## src/rtl/rbl_pkg.sv

```systemverilog
/*
 * rbl_pkg: shared constants and carriers of the ram bootstrap loader.
 * assumes a 125 MHz ref_clk and a crystal-derived machine-cycle tick.
 */
package rbl_pkg;
    localparam int  CLK_MHZ         = 125;
    localparam int  ADDR_W          = 16;
    localparam int  DATA_W          = 8;
    localparam int  FIFO_DEPTH      = 16;
    localparam logic [7:0]  COUNT_LIMIT   = 8'hB0;
    localparam logic [15:0] RAM1_START    = 16'h0050;
    localparam logic [15:0] RAM1_END      = 16'h00FF;
    localparam logic [15:0] RAM2_START    = 16'h0100;
    localparam logic [15:0] RAM2_END      = 16'h024F;
    localparam logic [15:0] EXEC_START    = 16'h0051;
    localparam logic [15:0] PV_SCI        = 16'h0063;
    localparam logic [15:0] PV_TOV        = 16'h0060;
    localparam logic [15:0] PV_TOC        = 16'h005D;
    localparam logic [15:0] PV_TIC        = 16'h005A;
    localparam logic [15:0] PV_IRQ        = 16'h0057;
    localparam logic [15:0] PV_SWI        = 16'h0054;
    localparam int  QUIET_MS        = 5;
    localparam int  QUIET_CYC       = QUIET_MS * CLK_MHZ * 1000;
    localparam int  LOAD_CYCLE_MC   = 49;
    localparam int  HS_OUT_MC       = 5;
    localparam int  SAMPLE_MC       = 16;
    localparam int  RECOG_MC        = 30;
    localparam int  XTAL_HALF_DIV   = 4;

    // boot modes picked by the mode-select pins at reset release
    typedef enum logic [1:0] {
        RBL_MODE_NONE,
        RBL_MODE_JUMP,
        RBL_MODE_SERIAL,
        RBL_MODE_PARALLEL
    } rbl_mode_e;

    typedef struct packed {
        logic [DATA_W-1:0] data;
    } rbl_byte_s;

    typedef struct packed {
        logic              we;
        logic [ADDR_W-1:0] addr;
        logic [DATA_W-1:0] data;
    } rbl_ram_wr_s;

    // vector number 0..5: sci, tov, toc, tic, irq, swi
    typedef logic [2:0] rbl_vec_t;
endpackage

```

## src/rtl/rbl_fifo.sv

```systemverilog
/*
 * rbl_fifo: parameterised byte buffer between link and ram writer.
 * assumes one clock; drain side may stall freely.
 */
`timescale 1ns/1ps
module rbl_fifo #(
    parameter int WIDTH = 8,
    parameter int DEPTH = 16
) (
    // clock and reset
    input  wire logic             ref_clk,
    input  wire logic             rst_b,
    // fill side
    input  wire logic             inValid,
    output logic                  inReady,
    input  wire logic [WIDTH-1:0] inData,
    // drain side
    output logic                  outValid,
    input  wire logic             outReady,
    output logic      [WIDTH-1:0] outData
);
    localparam int AW = $clog2(DEPTH);

    logic [WIDTH-1:0] mem [DEPTH];
    logic [AW-1:0]    wrPtr_reg;
    logic [AW-1:0]    rdPtr_reg;
    logic [AW:0]      count_reg;
    logic [AW:0]      count_next;
    logic             ready_reg;
    logic             push;
    logic             pop;

    // ready is registered so the pin leaves from a flop
    assign inReady  = ready_reg;
    assign count_next = count_reg + (AW+1)'(push) - (AW+1)'(pop);
    assign outValid = (count_reg != '0);
    assign outData  = mem[rdPtr_reg];
    assign push     = inValid && inReady;
    assign pop      = outValid && outReady;

    always_ff @(posedge ref_clk) begin
        if (push) begin
            mem[wrPtr_reg] <= inData;
        end
    end

    always_ff @(posedge ref_clk or negedge rst_b) begin
        if (!rst_b) begin
            wrPtr_reg <= '0;
            rdPtr_reg <= '0;
            count_reg <= '0;
            ready_reg <= 1'b0;
        end else begin
            if (push) begin
                wrPtr_reg <= (wrPtr_reg == AW'(DEPTH-1)) ?
                             '0 : wrPtr_reg + 1'b1;
            end
            if (pop) begin
                rdPtr_reg <= (rdPtr_reg == AW'(DEPTH-1)) ?
                             '0 : rdPtr_reg + 1'b1;
            end
            count_reg <= count_next;
            ready_reg <= (count_next != (AW+1)'(DEPTH));
        end
    end
endmodule

```

## src/rtl/rbl_loader.sv

```systemverilog
/*
 * rbl_loader: ram bootstrap loader; serial and parallel fill of ram,
 * jump-to-ram start, interrupt pseudo-vector redirection.
 * assumes bytes arrive as a valid pulse from a receiver, ram write port
 * outside, mode pins stable around reset release, and a crystal tick
 * derived here by division of ref_clk.
 */
// Functional notes
// - a first byte below B0 is a count; that many bytes go to 0050 upward.
// - a count not smaller than the first region (B0) is ignored; filling continues.
// - in the extended fill, run from 0051 when ram is full or 5 ms quiet.
// - in loader mode each vector is redirected to a three-byte ram slot.
// - slots: sci 0063, tov 0060, toc 005D, tic 005A, irq 0057, swi 0054.
// - parallel timing counts machine cycles of twice the crystal period.
// - without handshake one load cycle takes 49 machine cycles.
// - handshake out changes 5 machine cycles after its trigger.
`timescale 1ns/1ps
module rbl_loader #(
    parameter int QUIET_CYCLES = rbl_pkg::QUIET_CYC
) (
    // clock and reset
    input  wire logic                     ref_clk,
    input  wire logic                     rst_b,
    // mode-select pins
    input  wire logic                     modeSelectA,
    input  wire logic                     modeSelectB,
    input  wire logic                     modeSelectC,
    input  wire logic                     modeSelectD,
    // serial byte stream
    input  wire logic                     rxValid,
    input  wire rbl_pkg::rbl_byte_s       rxByte,
    output logic                          rxReady,
    // parallel load port
    input  wire rbl_pkg::rbl_byte_s       parData,
    input  wire logic                     handshakeInPin,
    output logic                          handshakeOutPin,
    output logic [rbl_pkg::ADDR_W-1:0]    parAddr,
    // ram write port
    output rbl_pkg::rbl_ram_wr_s          ramWr,
    // vector redirection
    input  wire rbl_pkg::rbl_vec_t        vecSel,
    output logic [rbl_pkg::ADDR_W-1:0]    vecAddr,
    // execution control
    output logic                          runStart,
    output logic [rbl_pkg::ADDR_W-1:0]    runAddr,
    output logic                          loaderMode
);
    import rbl_pkg::*;

    typedef enum logic [2:0] {
        ST_STRAP,
        ST_FIRST,
        ST_DATA,
        ST_PAR,
        ST_RUN,
        ST_IDLE
    } rbl_state_e;

    typedef struct packed {
        rbl_state_e        state;
        rbl_mode_e         mode;
        logic              counted;
        logic [7:0]        remain;
        logic [ADDR_W-1:0] addr;
        logic [31:0]       quiet;
        logic [3:0]        xdiv;
        logic [5:0]        mc;
        logic              hsOut;
        logic              hsSeen;
        rbl_ram_wr_s       wr;
        logic              run;
        logic [ADDR_W-1:0] runA;
        logic [ADDR_W-1:0] vec;
        logic              ldr;
    } rbl_st_s;

    rbl_st_s st_reg;
    rbl_st_s st_next;

    logic      fifoValid;
    logic      fifoPop;
    rbl_byte_s fifoByte;
    logic      mcTick;
    logic      hsDisabled;

    ////////////////////////////////////////////////////////////////////
    // byte buffer; stalls the receiver when the writer lags
    rbl_fifo #(
        .WIDTH (DATA_W),
        .DEPTH (FIFO_DEPTH)
    ) u_fifo (
        .ref_clk  (ref_clk),
        .rst_b    (rst_b),
        .inValid  (rxValid),
        .inReady  (rxReady),
        .inData   (rxByte),
        .outValid (fifoValid),
        .outReady (fifoPop),
        .outData  (fifoByte)
    );

    ////////////////////////////////////////////////////////////////////
    // machine-cycle tick: one per two crystal periods
    assign mcTick     = (st_reg.xdiv == 4'(XTAL_HALF_DIV - 1));
    // outputs looped back mean no handshake partner
    assign hsDisabled = (handshakeInPin == st_reg.hsOut);
    assign fifoPop    = fifoValid &&
                        (st_reg.state == ST_FIRST || st_reg.state == ST_DATA);

    always_comb begin
        st_next       = st_reg;
        st_next.wr.we = 1'b0;
        st_next.run   = 1'b0;
        st_next.xdiv  = mcTick ? '0 : st_reg.xdiv + 4'h1;
        unique case (vecSel)
            3'h0:    st_next.vec = PV_SCI;
            3'h1:    st_next.vec = PV_TOV;
            3'h2:    st_next.vec = PV_TOC;
            3'h3:    st_next.vec = PV_TIC;
            3'h4:    st_next.vec = PV_IRQ;
            3'h5:    st_next.vec = PV_SWI;
            default: st_next.vec = PV_SWI;
        endcase
        unique case (st_reg.state)
            ST_STRAP: begin
                // sampled one clock after release, never under reset
                if (modeSelectA && !modeSelectB && !modeSelectC &&
                    modeSelectD) begin
                    st_next.mode  = RBL_MODE_JUMP;
                    st_next.state = ST_RUN;
                end else if (!modeSelectB && modeSelectC &&
                             modeSelectD) begin
                    st_next.mode  = RBL_MODE_SERIAL;
                    st_next.state = ST_FIRST;
                    st_next.ldr   = 1'b1;
                end else if (modeSelectA && !modeSelectB) begin
                    st_next.mode  = RBL_MODE_PARALLEL;
                    st_next.state = ST_PAR;
                    st_next.ldr   = 1'b1;
                end else begin
                    st_next.state = ST_IDLE;
                end
                st_next.addr = RAM1_START;
                // tick phase restarts so the first load cycle is full
                st_next.xdiv = '0;
            end
            ST_FIRST: begin
                if (fifoValid) begin
                    // oversize counts fall back to an uncounted fill
                    st_next.counted =
                        (fifoByte.data < COUNT_LIMIT);
                    st_next.remain  = fifoByte.data;
                    st_next.quiet   = '0;
                    st_next.state   = ST_DATA;
                    if (fifoByte.data == 8'h00) begin
                        st_next.state = ST_RUN;
                    end
                end
            end
            ST_DATA: begin
                st_next.quiet = st_reg.quiet + 32'h1;
                if (fifoValid) begin
                    st_next.quiet   = '0;
                    st_next.wr.we   = 1'b1;
                    st_next.wr.addr = st_reg.addr;
                    st_next.wr.data = fifoByte.data;
                    st_next.addr    = st_reg.addr + 16'h1;
                    st_next.remain  = st_reg.remain - 8'h1;
                    if (st_reg.counted &&
                        (st_reg.remain == 8'h1 ||
                         st_reg.addr == RAM1_END)) begin
                        st_next.state = ST_RUN;
                    end else if (st_reg.addr == RAM2_END) begin
                        st_next.state = ST_RUN;
                    end
                end else if (!st_reg.counted &&
                             st_reg.quiet >= 32'(QUIET_CYCLES - 1)) begin
                    st_next.state = ST_RUN;
                end
            end
            ST_PAR: begin
                if (mcTick) begin
                    st_next.mc = st_reg.mc + 6'h1;
                    // handshake edge seen within the window counts now
                    if (!hsDisabled && st_reg.mc < 6'(RECOG_MC)) begin
                        st_next.hsSeen = 1'b1;
                    end
                    if (st_reg.mc == 6'(HS_OUT_MC - 1)) begin
                        st_next.hsOut = ~st_reg.hsOut;
                    end
                    if (st_reg.mc == 6'(SAMPLE_MC)) begin
                        st_next.wr.we   = hsDisabled || st_reg.hsSeen;
                        st_next.wr.addr = st_reg.addr;
                        st_next.wr.data = parData.data;
                    end
                    if (st_reg.mc == 6'(LOAD_CYCLE_MC - 1)) begin
                        st_next.mc     = '0;
                        st_next.hsSeen = 1'b0;
                        st_next.addr   = st_reg.addr + 16'h1;
                        if (st_reg.addr == RAM2_END) begin
                            st_next.state = ST_RUN;
                        end
                    end
                end
            end
            ST_RUN: begin
                st_next.run   = 1'b1;
                st_next.runA  = EXEC_START;
                st_next.state = ST_IDLE;
            end
            default: begin
                st_next.state = ST_IDLE;
            end
        endcase
    end

    always_ff @(posedge ref_clk or negedge rst_b) begin
        if (!rst_b) begin
            st_reg       <= '0;
            st_reg.state <= ST_STRAP;
            st_reg.vec   <= PV_SCI;
        end else begin
            st_reg <= st_next;
        end
    end

    assign handshakeOutPin = st_reg.hsOut;
    assign parAddr         = st_reg.addr;
    assign ramWr           = st_reg.wr;
    assign vecAddr         = st_reg.vec;
    assign runStart        = st_reg.run;
    assign runAddr         = st_reg.runA;
    assign loaderMode      = st_reg.ldr;
endmodule

```

## config.mk

```make
export PLATFORM = sky130hd
export DESIGN_NAME = rbl_loader
export DESIGN_NICKNAME = d
export VERILOG_FILES = /design/src/rtl/rbl_pkg.sv /design/src/rtl/rbl_fifo.sv /design/src/rtl/rbl_loader.sv
export SDC_FILE = /design/constraint.sdc
export NUM_CORES = 1
export LEC_CHECK = 0
export ABC_AREA = 0
export BUFFER_PORTS_ARGS = -buffer_cell sky130_fd_sc_hd__clkbuf_2
export CELL_PAD_IN_SITES_DETAIL_PLACEMENT = 1
export CELL_PAD_IN_SITES_GLOBAL_PLACEMENT = 1
export CORE_MARGIN = 4
export CORE_UTILIZATION = 40
export CTS_CLUSTER_DIAMETER = 50
export DETAILED_ROUTE_END_ITERATION = 6
export PLACE_DENSITY_LB_ADDON = 0.1
export SLEW_MARGIN = 40
export SYNTH_ARGS = -nofsm -noshare
export SYNTH_HDL_FRONTEND = slang
export SYNTH_SLANG_ARGS = --single-unit
```

## constraint.sdc

```tcl
create_clock -name ref_clk -period 5.6 [get_ports ref_clk]
set_clock_uncertainty 0.1 [all_clocks]
set_input_delay 1.12 -clock ref_clk [delete_from_list [all_inputs] [get_ports ref_clk]]
set_output_delay 1.12 -clock ref_clk [all_outputs]
set_load 0.05 [all_outputs]
```

# Word level (Yosys, flattened, before mapping)
# Memories as Yosys holds them, arrays and structs flattened.
# Index checks and enable logic that the tools add are counted.
# totals
rom_bits	0
ramBits	128
latchBits	0
memories	1
register_bits	130
output_inout_bits	77
input_bits	27
elab_cells	135
# op_classes
n_reduce_logical	37
eq_ne	25
muxes	38
n_shift	0
n_mul	0
addsub	9
order_cmp	3
n_bitwise	2
n_div	0
# mem_list
name	depth	width	rd	rd_clocked_by_memory_dff	wr	line_no	text
u_fifo.mem	16	8	1	0	1	rbl_fifo.sv:24	logic [WIDTH-1:0] mem [DEPTH];
# op_table
operator	count
$mux W25	3
$pmux W32 S2	1
$mux W56	1
$pmux W25 S2	1
$pmux W16 S3	1
$add A32 B1 Y32 const B	1
$ge A32 B20 Y1 const B	1
$mux W16	2
$mux W32	1
$pmux W6 S5	1
$mux W3	9
$mux W17	1
$add A16 B1 Y16 const B	1
$eq A16 B10 Y1 const B	1
$eq A16 B8 Y1 const B	1
$mux W4	4
$pmux W8 S2	1
$add A4 B1 Y4 const B	3
$eq A3 B2 Y1 const B	4
$pmux W3 S4	1
$reduce_and A3 Y1	4
$reduce_and A4 Y1	3
$logic_and A1 B1 Y1	11
$mux W5	2
31 further kinds	55

# Logic depth before layout (Yosys ltp)
# logic_depth
word_depth	6
mapped_depth	18
ltp_nobuf	17

# By module
# Synthesis repeated with hierarchy kept, for this count alone.
# unflattened
hier_cells	979
area_unflattened_um2	11887.7
# modules_own_cells
mod	n_inst	seq_area_each_um2	cells_each	area_each_um2
rbl_loader	1	2656.3	654	6077.1
rbl_fifo	1	4194.0	325	5810.6

# Least setup slack after synthesis
# No wires, ideal clock.
# synth_path
path_kind	register to register
from	reg u_fifo.count_reg[3]
to	reg u_fifo.ready_reg (netlist: u_fifo.inReady)
stages_incl_launch_ff	19
path_buffers	1
required_time_ps	5375
setup_time_ps	125
path_slack_ps	2309
synth_period_minus_slack_ps	3291
arrival_time_ps	3066
cell_sequence	dfrtp_1 -> inv_1 -> ha_1 -> nor4b_2 -> nor2_1 -> clkbuf_1 -> nor2_1 -> inv_2 -> ha_1 -> inv_1 -> ha_1 -> inv_1 -> fa_1 -> inv_1 -> a21oi_1 -> nor2_1 -> nor2_1 -> xnor2_1 -> nand2_1
# synth_between
elab_chain_len	5
word_cells_on_any_way	6
cone_classes	add/sub (2); eq/ne (1); reduce/logical (3)
# synth_lines
item	line_no	text
from (decl)	rbl_fifo.sv:27	logic [AW:0] count_reg;
from (signal assigned)	rbl_fifo.sv:62	count_reg <= count_next;
$reduce_bool A5 Y1 *	rbl_fifo.sv:36	assign outValid = (count_reg != '0);
$logic_and A1 B1 Y1	rbl_loader.sv:107	assign fifoPop = fifoValid &&
$logic_and A1 B1 Y1 *	rbl_fifo.sv:39	assign pop = outValid && outReady;
via u_fifo.pop	rbl_fifo.sv:31	logic pop;
$sub A5 B1 Y5 *	rbl_fifo.sv:35	assign count_next = count_reg + (AW+1)'(push) - (AW+1)'(pop);
via u_fifo.count_next[4]	rbl_fifo.sv:28	logic [AW:0] count_next;
$ne A5 B5 Y1 *	rbl_fifo.sv:63	ready_reg <= (count_next != (AW+1)'(DEPTH));
to (signal assigned)	rbl_fifo.sv:63	
to (decl)	rbl_fifo.sv:29	logic ready_reg;
# The timed path passes the listed nets; every way through them passes the cells marked *.
# A chain may end at the register's enable or synchronous reset.

# Worst setup path in the final report
# Ends and elaborated chain as after synthesis.

==> results.yml <==
power_and_ir_drop:
  cellLeakagePower_nw: 5.26
  ir_drop_uv: 361
  p_per_area_nw_per_um2: 359
yosys:
  yosys.area.top_type_share: 0.324
  syn-cell-area_um2: 11900
  ys_ff_latch: 248
  yosys_warnings: 0
  synth_edf_count: 128
  yosys_most_used_dff: "edfxtp_1"
  avgSynthCellArea_um2: 12.1
  synth.yosys.seq_area_share: 0.578
  netlist_top_cells_area: "edfxtp_1 32%, dfrtp_1 25%, buf_4 4.7%"
  syn_inst: 980
  yosysUniqueCellTypes: 75
  ys_async_sr_fraction: 0.484
  post-synth-top-area-cell: "edfxtp_1"
place:
  gp_congestion: 0.767
  hpwlAfterDp_mm: 19.1
  postPlaceCellArea_um2: 12200
  port_buffers: 80
clocking:
  clockRootBuffer: "clkbuf_16"
  htreeDepth: 2
  clk_latency_ns: 0.52
  post_cts_buffers: 0
  cts_hold_buf: 0
  cts_resized: 0
  clk_pin_slew_ns: 0.05
  cts_sinks: 248
  cts_tree: "built"
  cts_buffers: 37
  max-clock-path-buffers: 3
run:
  cap_violations: 0
timing:
  min_period_over_period: 0.703
  slew_headroom: 0.455
  clock.fmax_ghz: 0.254
  timing.hold.ws_ns: 0.376
  fin_setup_tns_ns: 0
  tightest_slew_ns: 0.817
  hold_violations: 0
  setup_viol: 0
  slew_viol_final: 0
  min_period_ns: 3.94
  rsz0062_at_grt: "false"
worst_setup_path:
  cp_data_required_time_ns: 5.89
  critPathCaptureType: "register"
  ff2ff_setup_slack_ns: 1.66
  path_max_fanout: 11
  cp_data_arrival_time_ns: 4.23
  path_class: "register to register"
  start_kind: "register"
hold_path:
  hold_class: "register to register"
global_route:
  grt_max_degree: 46
  gr-total-overflow: 0
  grt_use_total: 0.172
  antenna_found_initial: 0
  grt_pass1_vias: 8125
  grt_pass1_wl_mm: 46.0
detailed_routing:
  ant_nets: 0
  drc: 0
  wirelength_mm: 27.9
  post_drt_via_cell_ratio: 5.38
  drt_iter0_drc: 509
  routedWlPerCell_um: 19.5
  dr.pass1.iters: 4
  vias: 7666
cells_and_area:
  largest_reg_flops: 128
  fillers: 3017
  fin_nets: 1062
  area_delta_synth_final_pct: 12.5
  multi_input_area_um2: 4250
  drive_gt1_frac: 0.198
  design_area_um2: 13300
  final-seq-area_um2: 6850
  antenna_cells: 0
die:
  core_area_um2: 28900
  die_h_um: 180
  die_w_um: 180
  rows: 62
  io_pins: 104
  dieArea_um2: 32500
  start_util: 0.410
outcome:
  status: "finished clean"
stage by stage:
stage	cells	power, W	utilization	setup WS, ns
finish	1426	0.00479	0.461	1.66
global route	1426	0.00503	0.461	1.26
CTS	1426	0.00488	0.461	1.62
detailed placement	1361	0.00266	0.420	1.62
global placement	1361	0.00265	0.420	1.82
floorplan	1001	0.00249	-	2.31
worst max-delay path: stages, from the launching register on:
cell and delay, ns:
dfrtp_1 0.39, inv_1 0.09, ha_1 0.18, nor4b_2 0.52, nor2_1 0.34, nor2_1 0.51
inv_2 0.18, ha_1 0.33, inv_1 0.05, ha_1 0.16, inv_1 0.06, fa_1 0.48
inv_1 0.05, nor4_1 0.29, nand2_1 0.09
report_power, final:
group	leakage, nW	switching (W)	total [W]	internal (W)
registers	2.74	0.0000664	0.00213	0.00207
clock network	0.580	0.000855	0.00218	0.00132
logic	1.94	0.000328	0.000479	0.000151
metal layers:
metal,up-vias,GRT usage,part of all wire
met2,104,0.288,0.50
met4,0,0.0417,0.015
met1,3903,0.235,0.46
met5,-,0,0
met3,31,0.0299,0.032
li1,3628,-,-
cells in the mapped netlist, types with 20 or more instances:
cell type  instances
inv_1             27
dfrtp_1          117
mux2i_1           26
and2_1            22
o21ai_0           60
xnor2_1           20
clkbuf_1          24
nand3_1           25
a21oi_1           26
nand2_1           81
buf_4             75
nor2_1            57
edfxtp_1         128
path summary, 6_finish.rpt:
kind / start / endpoint / cells past startpoint
max: u_fifo.count_reg[3]$_DFF_PN0_ / u_fifo.inReady$_DFF_PN0_ / 14
min: ramWr[11]$_DFFE_PN0P_ / ramWr[11]$_DFFE_PN0P_ / 2
max reg2reg: u_fifo.count_reg[3]$_DFF_PN0_ / u_fifo.inReady$_DFF_PN0_ / 14
min reg2reg: ramWr[11]$_DFFE_PN0P_ / ramWr[11]$_DFFE_PN0P_ / 2
max in group asynchronous: rst_b / vecAddr[5]$_DFF_PN1_ / 2
min in group asynchronous: rst_b / parAddr[3]$_DFFE_PN0P_ / 1
cell type report:
type / instances / area share
Sequential cell: 248 / 0.514
Multi-Input combinational cell: 612 / 0.319
Clock buffer: 41 / 0.0735
Tap cell: 384 / 0.0360
Timing Repair Buffer: 89 / 0.0353
Clock inverter: 24 / 0.0148
Inverter: 28 / 0.00788
cell families after synthesis:
| kind of cell | after synthesis | share of synthesized area |
|---|---|---|
| AND/OR/NAND/NOR | 299 | 0.138 |
| flip-flops | 248 | 0.578 |
| AO/OA/AOI/OAI | 187 | 0.105 |
| buffers and inverters | 141 | 0.0708 |
| multiplexers | 62 | 0.0713 |
| XOR/XNOR | 22 | 0.0163 |
| adder cells (fa/ha/maj) | 19 | 0.0207 |
| other | 2 | 0.000633 |
layout by cell type (no fill, tap or decap), types with 6 or more instances in the layout:
cell type / count
dfrtp_1: 116
nand2b_1: 7
nand2_1: 81
nor4_1: 11
a21oi_1: 26
and2_1: 22
edfxtp_1: 128
inv_1: 27
a31oi_1: 12
ha_1: 18
nor4_2: 6
xnor2_1: 20
nand3_1: 25
clkbuf_2: 79
nor3_1: 12
clkinv_2: 8
nand4_1: 16
conb_1: 23
nor2_1: 57
mux4_2: 16
mux2_2: 15
nor3b_1: 6
a221oi_1: 10
or4_1: 6
a221o_1: 10
o21ai_0: 60
clkbuf_16: 37
buf_4: 10
o31ai_1: 10
a21o_1: 8
a22oi_1: 7
and3_1: 14
mux2i_1: 26
(Power assumes the default switching activity.)
